--- src/hw/tmr0_pkg.sv ---
// Shared constants and types of the 8-bit timer register interface
package tmr0_pkg;

   // Data-space offsets of the registers
   localparam logic [7:0] OFS_FLAGS  = 8'h35;
   localparam logic [7:0] OFS_SYNC   = 8'h43;
   localparam logic [7:0] OFS_COUNT  = 8'h46;
   localparam logic [7:0] OFS_CMPA   = 8'h47;
   localparam logic [7:0] OFS_CMPB   = 8'h48;
   localparam logic [7:0] OFS_IRQEN  = 8'h6e;

   // Short I/O space sits this far below the data space
   localparam logic [7:0] IO_SPACE_SHIFT = 8'h20;
   // Registers from here up answer to load and store only
   localparam logic [7:0] EXT_IO_BASE    = 8'h60;

   // Bit positions in enable and flag registers
   localparam int BIT_OVF  = 0;
   localparam int BIT_CMPA = 1;
   localparam int BIT_CMPB = 2;
   // Bit positions in the sync control register
   localparam int BIT_SHARED_RST = 0;
   localparam int BIT_ASYNC_RST  = 1;
   localparam int BIT_SYNC_HOLD  = 7;

   // Values after reset
   localparam logic [7:0] RST_BYTE = 8'h00;
   localparam logic [2:0] RST_BITS = 3'h0;

   // Counter limits
   localparam logic [7:0] CNT_MAX    = 8'hff;
   localparam logic [7:0] CNT_BOTTOM = 8'h00;

   // Prescaler taps: a tick when the low bits are all ones
   localparam int PRESC_W = 10;
   localparam logic [9:0] TAP_DIV8    = 10'h007;
   localparam logic [9:0] TAP_DIV64   = 10'h03f;
   localparam logic [9:0] TAP_DIV256  = 10'h0ff;
   localparam logic [9:0] TAP_DIV1024 = 10'h3ff;

   // Waveform mode select encodings
   typedef enum logic [2:0] {
      WM_NORMAL   = 3'b000,
      WM_PC_MAX   = 3'b001,
      WM_CTC      = 3'b010,
      WM_FAST_MAX = 3'b011,
      WM_RSVD4    = 3'b100,
      WM_PC_CMPA  = 3'b101,
      WM_RSVD6    = 3'b110,
      WM_FAST_CMPA = 3'b111
   } tmr0_wmode_t;

   // Clock select encodings
   typedef enum logic [2:0] {
      CS_STOP    = 3'b000,
      CS_DIV1    = 3'b001,
      CS_DIV8    = 3'b010,
      CS_DIV64   = 3'b011,
      CS_DIV256  = 3'b100,
      CS_DIV1024 = 3'b101,
      CS_EXT_FALL = 3'b110,
      CS_EXT_RISE = 3'b111
   } tmr0_csel_t;

   // Counting direction, used by the phase correct modes
   typedef enum logic {
      DIR_UP   = 1'b0,
      DIR_DOWN = 1'b1
   } tmr0_dir_t;

   // One processor access, address is data space or I/O space
   typedef struct packed {
      logic       rd;
      logic       wr;
      logic       io_space;
      logic [7:0] addr;
      logic [7:0] wdata;
   } tmr0_bus_req_t;

   // Per-source triple: overflow, compare A, compare B
   typedef struct packed {
      logic cmp_b;
      logic cmp_a;
      logic ovf;
   } tmr0_src_t;

endpackage : tmr0_pkg

--- src/hw/tmr0_flag.sv ---
// Sticky event flag with write-one clear and vector acknowledge
`timescale 1ns/1ps
`default_nettype none

module tmr0_flag (
   input  wire logic clk_sys_i,
   input  wire logic rst_n_i,
   input  wire logic set_i,
   input  wire logic wclr_i,
   input  wire logic ack_i,
   output var  logic flag_o
);

   typedef struct packed {
      logic flag;
   } tmr0_flag_st_t;

   tmr0_flag_st_t st_r;
   tmr0_flag_st_t st_nxt;

   // Set beats either clear so a coincident event is not lost
   always_comb begin
      st_nxt = st_r;
      if (set_i) begin
         st_nxt.flag = 1'b1;
      end else if (wclr_i || ack_i) begin
         st_nxt.flag = 1'b0;
      end
   end

   always_ff @(posedge clk_sys_i or negedge rst_n_i) begin
      if (!rst_n_i) begin
         st_r <= '0;
      end else begin
         st_r <= st_nxt;
      end
   end

   assign flag_o = st_r.flag;

endmodule : tmr0_flag

`default_nettype wire

--- src/hw/tmr0_presc.sv ---
// Shared prescaler and timer clock selection
`timescale 1ns/1ps
`default_nettype none

module tmr0_presc (
   input  wire logic                clk_sys_i,
   input  wire logic                rst_n_i,
   input  wire logic                presc_rst_i,
   input  wire tmr0_pkg::tmr0_csel_t csel_i,
   input  wire logic                ext_pin_i,
   output var  logic                tick_o
);

   typedef struct packed {
      logic [tmr0_pkg::PRESC_W-1:0] div;
      logic                         pin_prev;
   } tmr0_presc_st_t;

   tmr0_presc_st_t st_r;
   tmr0_presc_st_t st_nxt;
   logic [tmr0_pkg::PRESC_W-1:0] tap;

   // Divider freezes at zero while held, so all users restart aligned
   always_comb begin
      st_nxt = st_r;
      st_nxt.pin_prev = ext_pin_i;
      if (presc_rst_i) begin
         st_nxt.div = '0;
      end else begin
         st_nxt.div = st_r.div + 1'b1;
      end
   end

   // Tick selection; external edges are not gated by the prescaler
   always_comb begin
      tap    = '0;
      tick_o = 1'b0;
      case (csel_i)
         tmr0_pkg::CS_DIV1:     tap = '0;
         tmr0_pkg::CS_DIV8:     tap = tmr0_pkg::TAP_DIV8;
         tmr0_pkg::CS_DIV64:    tap = tmr0_pkg::TAP_DIV64;
         tmr0_pkg::CS_DIV256:   tap = tmr0_pkg::TAP_DIV256;
         tmr0_pkg::CS_DIV1024:  tap = tmr0_pkg::TAP_DIV1024;
         default:               tap = '0;
      endcase
      case (csel_i)
         tmr0_pkg::CS_STOP: begin
            tick_o = 1'b0;
         end
         tmr0_pkg::CS_EXT_FALL: begin
            tick_o = st_r.pin_prev && !ext_pin_i;
         end
         tmr0_pkg::CS_EXT_RISE: begin
            tick_o = !st_r.pin_prev && ext_pin_i;
         end
         default: begin
            tick_o = !presc_rst_i && ((st_r.div & tap) == tap);
         end
      endcase
   end

   always_ff @(posedge clk_sys_i or negedge rst_n_i) begin
      if (!rst_n_i) begin
         st_r <= '0;
      end else begin
         st_r <= st_nxt;
      end
   end

endmodule : tmr0_presc

`default_nettype wire

--- src/hw/tmr0_regif.sv ---
// 8-bit timer 0 with its processor-visible register interface
`timescale 1ns/1ps
`default_nettype none

// What this block does
// - Enable register at 0x6E, reset zero, bits 2..0 compare B, A, overflow.
// - Compare B request needs global enable, its enable bit and its flag.
// - Compare A request needs global enable, its enable bit and its flag.
// - Overflow request needs global enable, its enable bit and its flag.
// - Flag register at 0x35, I/O 0x15, reset zero, bits B, A, overflow.
// - Counter equal to a compare register sets that compare flag.
// - Entering the handler vector clears the matching flag.
// - Writing one clears a flag, writing zero leaves it.
// - Overflow flag sets on overflow, point chosen by waveform mode.
// - Sync control at 0x43, I/O 0x23: hold mode, async and shared reset.
// - In hold mode both prescaler reset bits keep their written values.
// - Writing hold mode zero while in hold mode clears both prescaler reset bits.
// - Async reset bit resets timer 2 prescaler, self-clears unless held.
// - In async mode that bit stays set until the reset completes.
// - Shared reset bit resets the timer 0/1 prescaler, self-clears.
// - Counter register at 0x46, I/O 0x26, reset zero, read and write.
// - A counter write blocks compare match on the next timer tick.
// - Compare A at 0x47, I/O 0x27, drives flag A and wave output A.
// - Compare B at 0x48, I/O 0x28, drives flag B and wave output B.
module tmr0_regif (
   input  wire logic                    clk_sys_i,
   input  wire logic                    rst_n_i,
   input  wire tmr0_pkg::tmr0_bus_req_t bus_req_i,
   output var  logic [7:0]              bus_rdata_o,
   input  wire logic                    global_irq_enable_i,
   input  wire tmr0_pkg::tmr0_src_t     irq_ack_i,
   output var  tmr0_pkg::tmr0_src_t     irq_req_o,
   input  wire tmr0_pkg::tmr0_wmode_t   waveform_mode_select_i,
   input  wire tmr0_pkg::tmr0_csel_t    clk_select_i,
   input  wire logic                    ext_clk_pin_i,
   input  wire logic                    async_mode_i,
   input  wire logic                    async_presc_done_i,
   output var  logic                    async_prescaler_reset_o,
   output var  logic                    wave_out_a_o,
   output var  logic                    wave_out_b_o
);

   // Whole state of the block apart from the three flag cells and the prescaler
   typedef struct packed {
      logic [7:0]          count;
      logic [7:0]          cmp_a;
      logic [7:0]          cmp_b;
      logic [2:0]          irq_en;
      logic                sync_hold;
      logic                async_rst;
      logic                shared_rst;
      tmr0_pkg::tmr0_dir_t dir;
      logic                blocked;
      logic [7:0]          rdata;
      tmr0_pkg::tmr0_src_t irq;
      logic                wave_a;
      logic                wave_b;
   } tmr0_st_t;

   tmr0_st_t st_r;
   tmr0_st_t st_nxt;

   logic [7:0]          eff_addr;
   logic                addr_ok;
   logic                wr_flags;
   logic                wr_sync;
   logic                wr_count;
   logic                wr_cmpa;
   logic                wr_cmpb;
   logic                wr_irqen;
   logic                tick;
   logic [7:0]          top;
   logic                phase_correct;
   logic                ovf_evt;
   logic                match_a;
   logic                match_b;
   tmr0_pkg::tmr0_src_t flags;
   tmr0_pkg::tmr0_src_t flag_set;
   tmr0_pkg::tmr0_src_t flag_wclr;

   // Map an I/O space access onto the data space; I/O reach stops at 0x5f
   always_comb begin
      if (bus_req_i.io_space) begin
         eff_addr = 8'(bus_req_i.addr + tmr0_pkg::IO_SPACE_SHIFT);
         addr_ok  = (eff_addr < tmr0_pkg::EXT_IO_BASE);
      end else begin
         eff_addr = bus_req_i.addr;
         addr_ok  = 1'b1;
      end
   end

   // Write decode
   always_comb begin
      wr_flags = 1'b0;
      wr_sync  = 1'b0;
      wr_count = 1'b0;
      wr_cmpa  = 1'b0;
      wr_cmpb  = 1'b0;
      wr_irqen = 1'b0;
      if (!bus_req_i.wr || !addr_ok) begin
         wr_flags = 1'b0;
      end else if (eff_addr == tmr0_pkg::OFS_FLAGS) begin
         wr_flags = 1'b1;
      end else if (eff_addr == tmr0_pkg::OFS_SYNC) begin
         wr_sync = 1'b1;
      end else if (eff_addr == tmr0_pkg::OFS_COUNT) begin
         wr_count = 1'b1;
      end else if (eff_addr == tmr0_pkg::OFS_CMPA) begin
         wr_cmpa = 1'b1;
      end else if (eff_addr == tmr0_pkg::OFS_CMPB) begin
         wr_cmpb = 1'b1;
      end else if (eff_addr == tmr0_pkg::OFS_IRQEN) begin
         wr_irqen = 1'b1;
      end
   end

   // Shared prescaler; a held reset also stops the undivided clock
   tmr0_presc u_presc (
      .clk_sys_i   (clk_sys_i),
      .rst_n_i     (rst_n_i),
      .presc_rst_i (st_r.shared_rst),
      .csel_i      (clk_select_i),
      .ext_pin_i   (ext_clk_pin_i),
      .tick_o      (tick)
   );

   // Top value and overflow point follow the waveform mode
   always_comb begin
      phase_correct = (waveform_mode_select_i == tmr0_pkg::WM_PC_MAX) ||
                      (waveform_mode_select_i == tmr0_pkg::WM_PC_CMPA);
      case (waveform_mode_select_i)
         tmr0_pkg::WM_CTC,
         tmr0_pkg::WM_PC_CMPA,
         tmr0_pkg::WM_FAST_CMPA: top = st_r.cmp_a;
         default:                top = tmr0_pkg::CNT_MAX;
      endcase
      if (phase_correct) begin
         ovf_evt = tick && (st_r.dir == tmr0_pkg::DIR_DOWN) &&
                   (st_r.count == tmr0_pkg::CNT_BOTTOM);
      end else if (waveform_mode_select_i == tmr0_pkg::WM_FAST_CMPA) begin
         ovf_evt = tick && (st_r.count == top);
      end else begin
         ovf_evt = tick && (st_r.count == tmr0_pkg::CNT_MAX);
      end
   end

   // Compare units; the first tick after a counter write never matches
   assign match_a = tick && !st_r.blocked &&
                    (st_r.count == st_r.cmp_a);
   assign match_b = tick && !st_r.blocked &&
                    (st_r.count == st_r.cmp_b);

   // Flag cell inputs: hardware set, write-one clear, vector entry
   always_comb begin
      flag_set.ovf    = ovf_evt;
      flag_set.cmp_a  = match_a;
      flag_set.cmp_b  = match_b;
      flag_wclr.ovf   = wr_flags && bus_req_i.wdata[tmr0_pkg::BIT_OVF];
      flag_wclr.cmp_a = wr_flags && bus_req_i.wdata[tmr0_pkg::BIT_CMPA];
      flag_wclr.cmp_b = wr_flags && bus_req_i.wdata[tmr0_pkg::BIT_CMPB];
   end

   tmr0_flag u_flag_ovf (
      .clk_sys_i (clk_sys_i),
      .rst_n_i   (rst_n_i),
      .set_i     (flag_set.ovf),
      .wclr_i    (flag_wclr.ovf),
      .ack_i     (irq_ack_i.ovf),
      .flag_o    (flags.ovf)
   );

   tmr0_flag u_flag_cmpa (
      .clk_sys_i (clk_sys_i),
      .rst_n_i   (rst_n_i),
      .set_i     (flag_set.cmp_a),
      .wclr_i    (flag_wclr.cmp_a),
      .ack_i     (irq_ack_i.cmp_a),
      .flag_o    (flags.cmp_a)
   );

   tmr0_flag u_flag_cmpb (
      .clk_sys_i (clk_sys_i),
      .rst_n_i   (rst_n_i),
      .set_i     (flag_set.cmp_b),
      .wclr_i    (flag_wclr.cmp_b),
      .ack_i     (irq_ack_i.cmp_b),
      .flag_o    (flags.cmp_b)
   );

   // Next state: registers, counter, sync control, requests, read data
   always_comb begin
      st_nxt = st_r;
      // Plain read/write registers
      if (wr_cmpa) begin
         st_nxt.cmp_a = bus_req_i.wdata;
      end
      if (wr_cmpb) begin
         st_nxt.cmp_b = bus_req_i.wdata;
      end
      if (wr_irqen) begin
         st_nxt.irq_en = bus_req_i.wdata[2:0];
      end
      // Counter: a software write beats the count step
      if (wr_count) begin
         st_nxt.count   = bus_req_i.wdata;
         st_nxt.blocked = 1'b1;
      end else if (tick) begin
         st_nxt.blocked = 1'b0;
         if (phase_correct) begin
            if (st_r.dir == tmr0_pkg::DIR_UP) begin
               if (st_r.count == top) begin
                  st_nxt.dir   = tmr0_pkg::DIR_DOWN;
                  st_nxt.count = st_r.count - 8'h01;
               end else begin
                  st_nxt.count = st_r.count + 8'h01;
               end
            end else if (st_r.count == tmr0_pkg::CNT_BOTTOM) begin
               st_nxt.dir   = tmr0_pkg::DIR_UP;
               st_nxt.count = st_r.count + 8'h01;
            end else begin
               st_nxt.count = st_r.count - 8'h01;
            end
         end else begin
            st_nxt.dir = tmr0_pkg::DIR_UP;
            if (st_r.count == top) begin
               st_nxt.count = tmr0_pkg::CNT_BOTTOM;
            end else begin
               st_nxt.count = st_r.count + 8'h01;
            end
         end
      end
      // Prescaler resets self-clear unless hold mode, or for the async bit an unfinished async reset, keeps them
      if (!st_r.sync_hold) begin
         st_nxt.shared_rst = 1'b0;
         if (!(async_mode_i && !async_presc_done_i)) begin
            st_nxt.async_rst = 1'b0;
         end
      end
      if (wr_sync) begin
         st_nxt.sync_hold  = bus_req_i.wdata[tmr0_pkg::BIT_SYNC_HOLD];
         st_nxt.shared_rst = bus_req_i.wdata[tmr0_pkg::BIT_SHARED_RST] |
                             (st_r.sync_hold & st_r.shared_rst);
         st_nxt.async_rst  = bus_req_i.wdata[tmr0_pkg::BIT_ASYNC_RST] |
                             (st_r.async_rst & st_nxt.async_rst);
         // Leaving hold mode releases all timers in the same cycle
         if (st_r.sync_hold && !bus_req_i.wdata[tmr0_pkg::BIT_SYNC_HOLD])
         begin
            st_nxt.shared_rst = 1'b0;
            st_nxt.async_rst  = 1'b0;
         end
      end
      // Requests follow flag, enable and global enable level-wise
      st_nxt.irq.cmp_b = global_irq_enable_i &&
                         st_r.irq_en[tmr0_pkg::BIT_CMPB] &&
                         flags.cmp_b;
      st_nxt.irq.cmp_a = global_irq_enable_i &&
                         st_r.irq_en[tmr0_pkg::BIT_CMPA] &&
                         flags.cmp_a;
      st_nxt.irq.ovf   = global_irq_enable_i &&
                         st_r.irq_en[tmr0_pkg::BIT_OVF] &&
                         flags.ovf;
      // Match events to the waveform generator, one cycle each
      st_nxt.wave_a = match_a;
      st_nxt.wave_b = match_b;
      // Read data is registered; unmapped reads return zero
      st_nxt.rdata = tmr0_pkg::RST_BYTE;
      if (!bus_req_i.rd || !addr_ok) begin
         st_nxt.rdata = tmr0_pkg::RST_BYTE;
      end else if (eff_addr == tmr0_pkg::OFS_FLAGS) begin
         st_nxt.rdata = {5'h00, flags};
      end else if (eff_addr == tmr0_pkg::OFS_SYNC) begin
         st_nxt.rdata = {st_r.sync_hold, 5'h00,
                         st_r.async_rst, st_r.shared_rst};
      end else if (eff_addr == tmr0_pkg::OFS_COUNT) begin
         st_nxt.rdata = st_r.count;
      end else if (eff_addr == tmr0_pkg::OFS_CMPA) begin
         st_nxt.rdata = st_r.cmp_a;
      end else if (eff_addr == tmr0_pkg::OFS_CMPB) begin
         st_nxt.rdata = st_r.cmp_b;
      end else if (eff_addr == tmr0_pkg::OFS_IRQEN) begin
         st_nxt.rdata = {5'h00, st_r.irq_en};
      end
   end

   // State register, every field cleared by reset
   always_ff @(posedge clk_sys_i or negedge rst_n_i) begin
      if (!rst_n_i) begin
         st_r <= '0;
      end else begin
         st_r <= st_nxt;
      end
   end

   // Outputs straight from the state register
   assign bus_rdata_o             = st_r.rdata;
   assign irq_req_o               = st_r.irq;
   assign async_prescaler_reset_o = st_r.async_rst;
   assign wave_out_a_o            = st_r.wave_a;
   assign wave_out_b_o            = st_r.wave_b;
endmodule : tmr0_regif

`default_nettype wire

--- config.mk ---
export PLATFORM = sky130hd
export DESIGN_NAME = tmr0_regif
export DESIGN_NICKNAME = d
export VERILOG_FILES = /design/src/hw/tmr0_pkg.sv /design/src/hw/tmr0_flag.sv /design/src/hw/tmr0_presc.sv /design/src/hw/tmr0_regif.sv
export SDC_FILE = /design/constraint.sdc
export NUM_CORES = 1
export LEC_CHECK = 0
export BUFFER_PORTS_ARGS = -buffer_cell sky130_fd_sc_hd__buf_2
export CORE_UTILIZATION = 44
export CTS_BUF_LIST = sky130_fd_sc_hd__clkbuf_16
export DETAILED_ROUTE_END_ITERATION = 8
export GPL_ROUTABILITY_DRIVEN = 0
export HOLD_SLACK_MARGIN = 0.08
export PLACE_DENSITY = 0.66
export SYNTH_ARGS = -nofsm -noshare
export SYNTH_HDL_FRONTEND = slang
export SYNTH_HIERARCHICAL = 1
export SYNTH_SLANG_ARGS = --single-unit
--- constraint.sdc ---
create_clock -name clk_sys_i -period 2.2 [get_ports clk_sys_i]
set_input_delay 0.55 -clock clk_sys_i [delete_from_list [all_inputs] [get_ports clk_sys_i]]
set_output_delay 0.55 -clock clk_sys_i [all_outputs]
set_load 0.005 [all_outputs]
# Yosys cells after proc, flatten, opt, wreduce, memory -nomap -nowiden
# Index checks and enable logic that the tools add are counted.
# W data, S select, Z words.
[classes]
addsub = 4
n_lt_le_gt_ge = 1
n_eq_ne = 22
n_mux = 65
bitwise_logic = 6
n_reduce_logical = 44
[op_table]
columns = ["op", "n"]
rows = [
  ["$mux W8", 15],
  ["$mux W1", 43],
  ["$eq A8 B7 Y1 const B", 5],
  ["$pmux W10 S4", 1],
  ["$eq A8 B8 Y1", 3],
  ["$logic_and A1 B1 Y1", 21],
  ["$eq A3 B3 Y1 const B", 6],
  ["$add A10 B1 Y10 const B", 1],
  ["$and A10 B10 Y10", 1],
  ["$eq A10 B10 Y1", 1],
  ["$mux W10", 1],
  ["$eq A3 B2 Y1 const B", 3],
  ["$logic_not A1 Y1", 9],
  ["$add A8 B1 Y8 const B", 1],
  ["$add A8 B6 Y8 const B", 1],
  ["$eq A8 B6 Y1 const B", 1],
  ["$eq A8 B8 Y1 const B", 1],
  ["$logic_not A8 Y1", 1],
  ["$lt A8 B7 Y1 const B", 1],
  ["$reduce_bool A2 Y1", 4],
  ["$sub A8 B1 Y8 const B", 1],
  ["$logic_or A1 B1 Y1", 6],
  ["$mux W2", 3],
  ["$eq A3 B1 Y1 const B", 1],
  ["other kinds (9)", 11],
]
[totals]
register_bits = 59
in_bits = 34
word_cells = 162

# Depth between registers and ports, before layout
[logic_depth]
word_depth = 10
ltp_mapped = 10
ltp_nobuf = 8

# By module
# Netlist, hierarchy kept.
[by_module_without_submodules]
columns = ["module", "instances", "cells_each", "area_per_inst_um2", "seq_area_each_um2"]
rows = [
  ["tmr0_regif", 1, 294, 2851.5, 1126.1],
  ["tmr0_presc", 1, 59, 589.3, 275.3],
  ["tmr0_flag", 3, 3, 36.3, 25.0],
]

# Worst setup path after synthesis
# No wires, ideal clock.
[synth_path]
path_kind = "input to register"
from = "input port bus_req_i[13] in the netlist's numbering"
to = "register st_r[21] in the netlist's numbering"
arrival_ps = 2517
slack_ps = -442
path_stages = 9
path_cell_list = "ha_1 > xor2_1 > o2bb2a_4 > or4_4 > buf_6 > nor2b_4 > o211a_1 > nand2_2 > mux2_2"
[synth_between]
elab_chain_cells = 9
word_cells_on_any_way = 17
classes_between = "add/sub (1); order compare (1); eq/ne (5); mux (8); reduce/logical (2)"
[synth_rtl]
columns = ["item", "line", "text"]
rows = [
  ["start, declared", "tmr0_regif.sv:28", "input wire tmr0_pkg::tmr0_bus_req_t bus_req_i,"],
  ["$add A8 B6 Y8", "tmr0_regif.sv:84", "eff_addr = 8'(bus_req_i.addr + tmr0_pkg::IO_SPACE_SHIFT);"],
  ["$mux W8", "tmr0_regif.sv:83", "if (bus_req_i.io_space) begin"],
  ["$eq A8 B7 Y1", "tmr0_regif.sv:110", "end else if (eff_addr == tmr0_pkg::OFS_CMPB) begin"],
  ["$mux W1", "tmr0_regif.sv:110", ""],
  ["$mux W1", "tmr0_regif.sv:108", "end else if (eff_addr == tmr0_pkg::OFS_CMPA) begin"],
  ["$mux W1", "tmr0_regif.sv:106", "end else if (eff_addr == tmr0_pkg::OFS_COUNT) begin"],
  ["$mux W1", "tmr0_regif.sv:104", "end else if (eff_addr == tmr0_pkg::OFS_SYNC) begin"],
  ["$mux W1", "tmr0_regif.sv:102", "end else if (eff_addr == tmr0_pkg::OFS_FLAGS) begin"],
  ["$mux W1 *", "tmr0_regif.sv:100", "if (!bus_req_i.wr || !addr_ok) begin"],
  ["end signal, assigned", "tmr0_regif.sv:290", "st_r <= st_nxt;"],
  ["end, declared", "tmr0_regif.sv:60", "tmr0_st_t st_r;"],
]
# Every way passes the cells marked *; elsewhere a longest branch is shown, timed or not.
# A chain may end at the register's enable or synchronous reset.

# Final worst setup path
[layout_path]
from = "input port bus_req_i[14] in the netlist's numbering"
to = "register st_r[44] in the netlist's numbering"
[layout_between]
elab_chain_cells = 8
word_cells_on_any_way = 15
classes_between = "add/sub (1); order compare (1); eq/ne (3); mux (7); reduce/logical (3)"
[layout_rtl]
columns = ["item", "line"]
rows = [
  ["parallel branches: the longest is 6 deep, another holds $add A8 B6 Y8", "--"],
  ["$mux W1 *", "tmr0_regif.sv:100"],
  ["$mux W8 / $reduce_bool A2 Y1 (equally long branches)", "--"],
]
# Every way passes the cells marked *.

==> flow_summary.yaml <==
run_status:
  status: "finished with violations"
  violations: "setup timing"
power_and_ir_drop:
  p_leak_nw: 2.29
  power.density_nw_per_um2: 852
  power.total_mw: 4.12
  peakVddDrop_mv: 0.427
synth:
  synth_ff_type: "dfrtp_1"
  synth_adder_area_share: 0.0211
  synth_edf_count: 0
  netlist_area_um2: 3550
  synth_top_family_by_area: "simple AND/OR/NAND/NOR gates"
  synth-simple-area-share: 0.199
  synth_compound_area_frac: 0.187
  synth_nets: 402
  synth_seq_cells: 59
  synth_xor_area_frac: 0.0543
  synthCells: 362
  synth.distinct_cells: 67
  avgSynthCellArea_um2: 9.81
  ys_async_sr_fraction: 1.00
  muxShareOfSynthArea: 0.0564
  ys_seq_area_frac: 0.416
  yosys_warnings: 6
cts:
  clockRootBuffer: "clkbuf_16"
  cts_tree: "built"
  ctsLongestPathBuffers: 2
  cts-buffers-inserted: 9
  cts_htree_levels: 3
  clk_latency_ns: 0.34
  cts-hold-fix-buffers: 0
  clkTransAtPathRegs_ns: 0.05
  cts_sinks: 59
detailed_routing:
  wl_um: 9750
  vias: 3252
  wl_per_cell_um: 16.9
  top_layer_used: "met4"
  drcViolationCount: 0
  wl_met3_um: 587
  drt-pass1-iter-count: 5
  route.met2.wl_um: 4730
  antenna_left: 0
  wl_met1_um: 4270
  via_per_inst: 5.64
  drtIter0Drc: 272
placement:
  dp_cells: 552
  dp_hpwl_um: 7110
  port_buffers: 47
cells_and_area:
  final_cells: 577
  multi_input_area_um2: 2030
  antennaDiodeCount: 0
  area_growth_pct: 36.3
  fill_cells: 667
  nets: 510
  fin_util: 0.623
  seq_area_um2: 1480
  drive_gt1_frac: 0.413
worst_setup_path:
  path_delay_family: "simple AND/OR/NAND/NOR gates"
  cp-startpoint: "bus_req_i[14]"
  cp_slowest_cell: "or4_4"
  startpoint_type: "input port"
  cp.arrival_ns: 2.43
  slowest_delay_ns: 0.53
  end_kind: "flip-flop"
  crit_buf_inv: 1
  cp_max_fo: 7
  criticalPathCategory: "input port to flip-flop"
  crit_path_cell_trace: "buf_8, ha_4, mux2_4, or4_4, nor3b_4, nor2_4, o221ai_1, o311a_1"
  cp.required_ns: 2.41
  r2r_start: "st_r[40]$_DFFE_PN0P_"
timing:
  relSlewSlack: 0.676
  whs_ns: 0.158
  rsz0062_at_grt: "yes"
  max_freq_mhz: 450
  fin_crit_sh: 1.01
  fin_worst_skew_ns: 0.00765
  post-route-min-period_ns: 2.22
  tns_ns: -0.0319
  final-hold-violation-count: 0
  setup_slack_ns: -0.0237
  setup_viol: 3
  worst_slew_pin_slew_ns: 0.487
  maxSlewViolCount: 0
grt:
  grt_start_max_net_pins: 42
  overflow: 0
  grt_pass1_wl_um: 16100
  grt_pass1_vias: 3260
  grt.total_usage: 0.251
  grt_antenna_before_repair: 0
run:
  maxCapViolations: 0
min_path:
  min_path_type: "input port to asynchronous set/reset pin"
floorplan:
  die_w_um: 91.8
  dieHeight_um: 91.8
  start_util: 0.457
  core_area_um2: 7770
  rows: 32
  io_pins: 48
  die_area_um2: 8430
metal layers:
| layer | up-vias | track usage |
|---|---|---|
| li1 | 1538 | - |
| met1 | 1587 | 0.321 |
| met2 | 112 | 0.419 |
| met3 | 15 | 0.0473 |
| met4 | 0 | 0.102 |
| met5 | - | 0 |
worst register-to-register path, cell delays in order, from the launching register on:
cell	delay (ns)
dfrtp_2	0.46
inv_2	0.09
a222oi_1	0.32
and3_1	0.23
o2111a_2	0.26
o211ai_1	0.12
buf_4	0.17
buf_4	0.13
o221ai_1	0.17
o311a_1	0.19
path summary, 6_finish.rpt:
kind	depth (start not counted)	to	slack (ns)
worst max-delay path	8	st_r[44]$_DFFE_PN0P_	-0.02
worst min-delay path	1	u_presc/st_r[9]$_DFF_PN0_	0.16
worst max register to register	9	st_r[44]$_DFFE_PN0P_	0
worst min register to register	1	st_r[13]$_DFFE_PN0P_	0.49
max in group asynchronous	2	st_r[40]$_DFFE_PN0P_	1.45
min in group clk_sys_i	2	u_presc/st_r[0]$_DFF_PN0_	0.44
cell usage after synthesis, types with 3 or more instances:
master / n / share of area
a221o_1: 4 / 0.011
mux2_2: 16 / 0.051
a21oi_1: 17 / 0.024
nand2_1: 31 / 0.033
nand3_1: 11 / 0.016
nor4_1: 3 / 0.0053
nor2b_1: 8 / 0.014
ha_1: 6 / 0.021
o21ai_0: 18 / 0.025
clkbuf_1: 5 / 0.0053
a221oi_1: 4 / 0.0099
and3_1: 6 / 0.011
inv_1: 16 / 0.017
nor2_1: 17 / 0.018
o22ai_1: 8 / 0.014
dfrtp_1: 59 / 0.42
nand2b_1: 6 / 0.011
buf_2: 7 / 0.0099
a21o_1: 5 / 0.011
xnor2_1: 17 / 0.042
xor2_1: 5 / 0.012
nor3_1: 12 / 0.017
o221ai_1: 4 / 0.0099
buf_4: 12 / 0.025
a222oi_1: 6 / 0.017
nand4_1: 6 / 0.011
final cells by class:
cell class	count	area share
Clock inverter	7	0.00750
Timing Repair Buffer	123	0.180
Clock buffer	9	0.0466
Tap cell	102	0.0264
Multi-Input combinational cell	259	0.420
Sequential cell	59	0.306
Inverter	18	0.0140
metrics by stage:
stage	setup WS, ns	instance area, um^2
global route	-0.144	4840
global placement	-0.553	4340
CTS	-0.0577	4710
floorplan	-0.319	3630
detailed placement	-0.617	4340
finish	-0.0237	4840
placed cells by master (no fill, tap or decap), drive strengths merged, types with 3 or more instances in the layout:
master	netlist	final
nand2	32	32
a221o	4	4
and3	6	6
clkinv	1	5
nor2b	9	9
nor3	12	12
inv	17	18
dfrtp	59	59
or4	3	3
o22ai	8	8
nor3b	3	3
clkbuf	5	9
nand3	13	13
ha	6	6
xnor2	17	17
buf	21	123
or3	3	3
nand2b	6	6
a21o	5	5
a221oi	6	6
mux2	16	16
nor4	3	3
o21ai	18	18
nand4	6	6
o221ai	4	4
a21oi	17	17
and2	3	3
nor2	18	18
a222oi	6	6
xor2	5	5
where the power goes:
group          internal [mW]  total, mW  leakage, nW  switching, mW
clock network          0.743       1.23        0.127          0.490
logic                  0.720       1.46         1.41          0.740
registers               1.24       1.43        0.758          0.191
cell families (layout without fill, tap and decap cells):
logic type,Yosys count,count (layout)
and+or+nand+nor,125,125
adders and majority gates,6,6
DFF,59,59
muxes,18,18
buffers and inverters,44,157
AOI/OAI and AO/OA,88,88
xor gates and xnor gates,22,22
registers in the layout, indices dropped and copies added, names as in the netlist:
name / cells
irq_req_o: 3
u_flag_cmpb/flag_o: 1
wave_out_b_o: 1
u_flag_ovf/flag_o: 1
wave_out_a_o: 1
st_r: 31
bus_rdata_o: 8
async_prescaler_reset_o: 1
u_presc/st_r: 11
u_flag_cmpa/flag_o: 1
timing repair:
| action | 4_1_cts | 5_1_grt |
|---|---|---|
| pin swaps | 15 | 10 |
| endpoints found under the setup margin | 29 | 34 |
| buffers inserted | 5 | 4 |
| gates resized for setup | 21 | 23 |
Power figures use the tool's default switching activity.
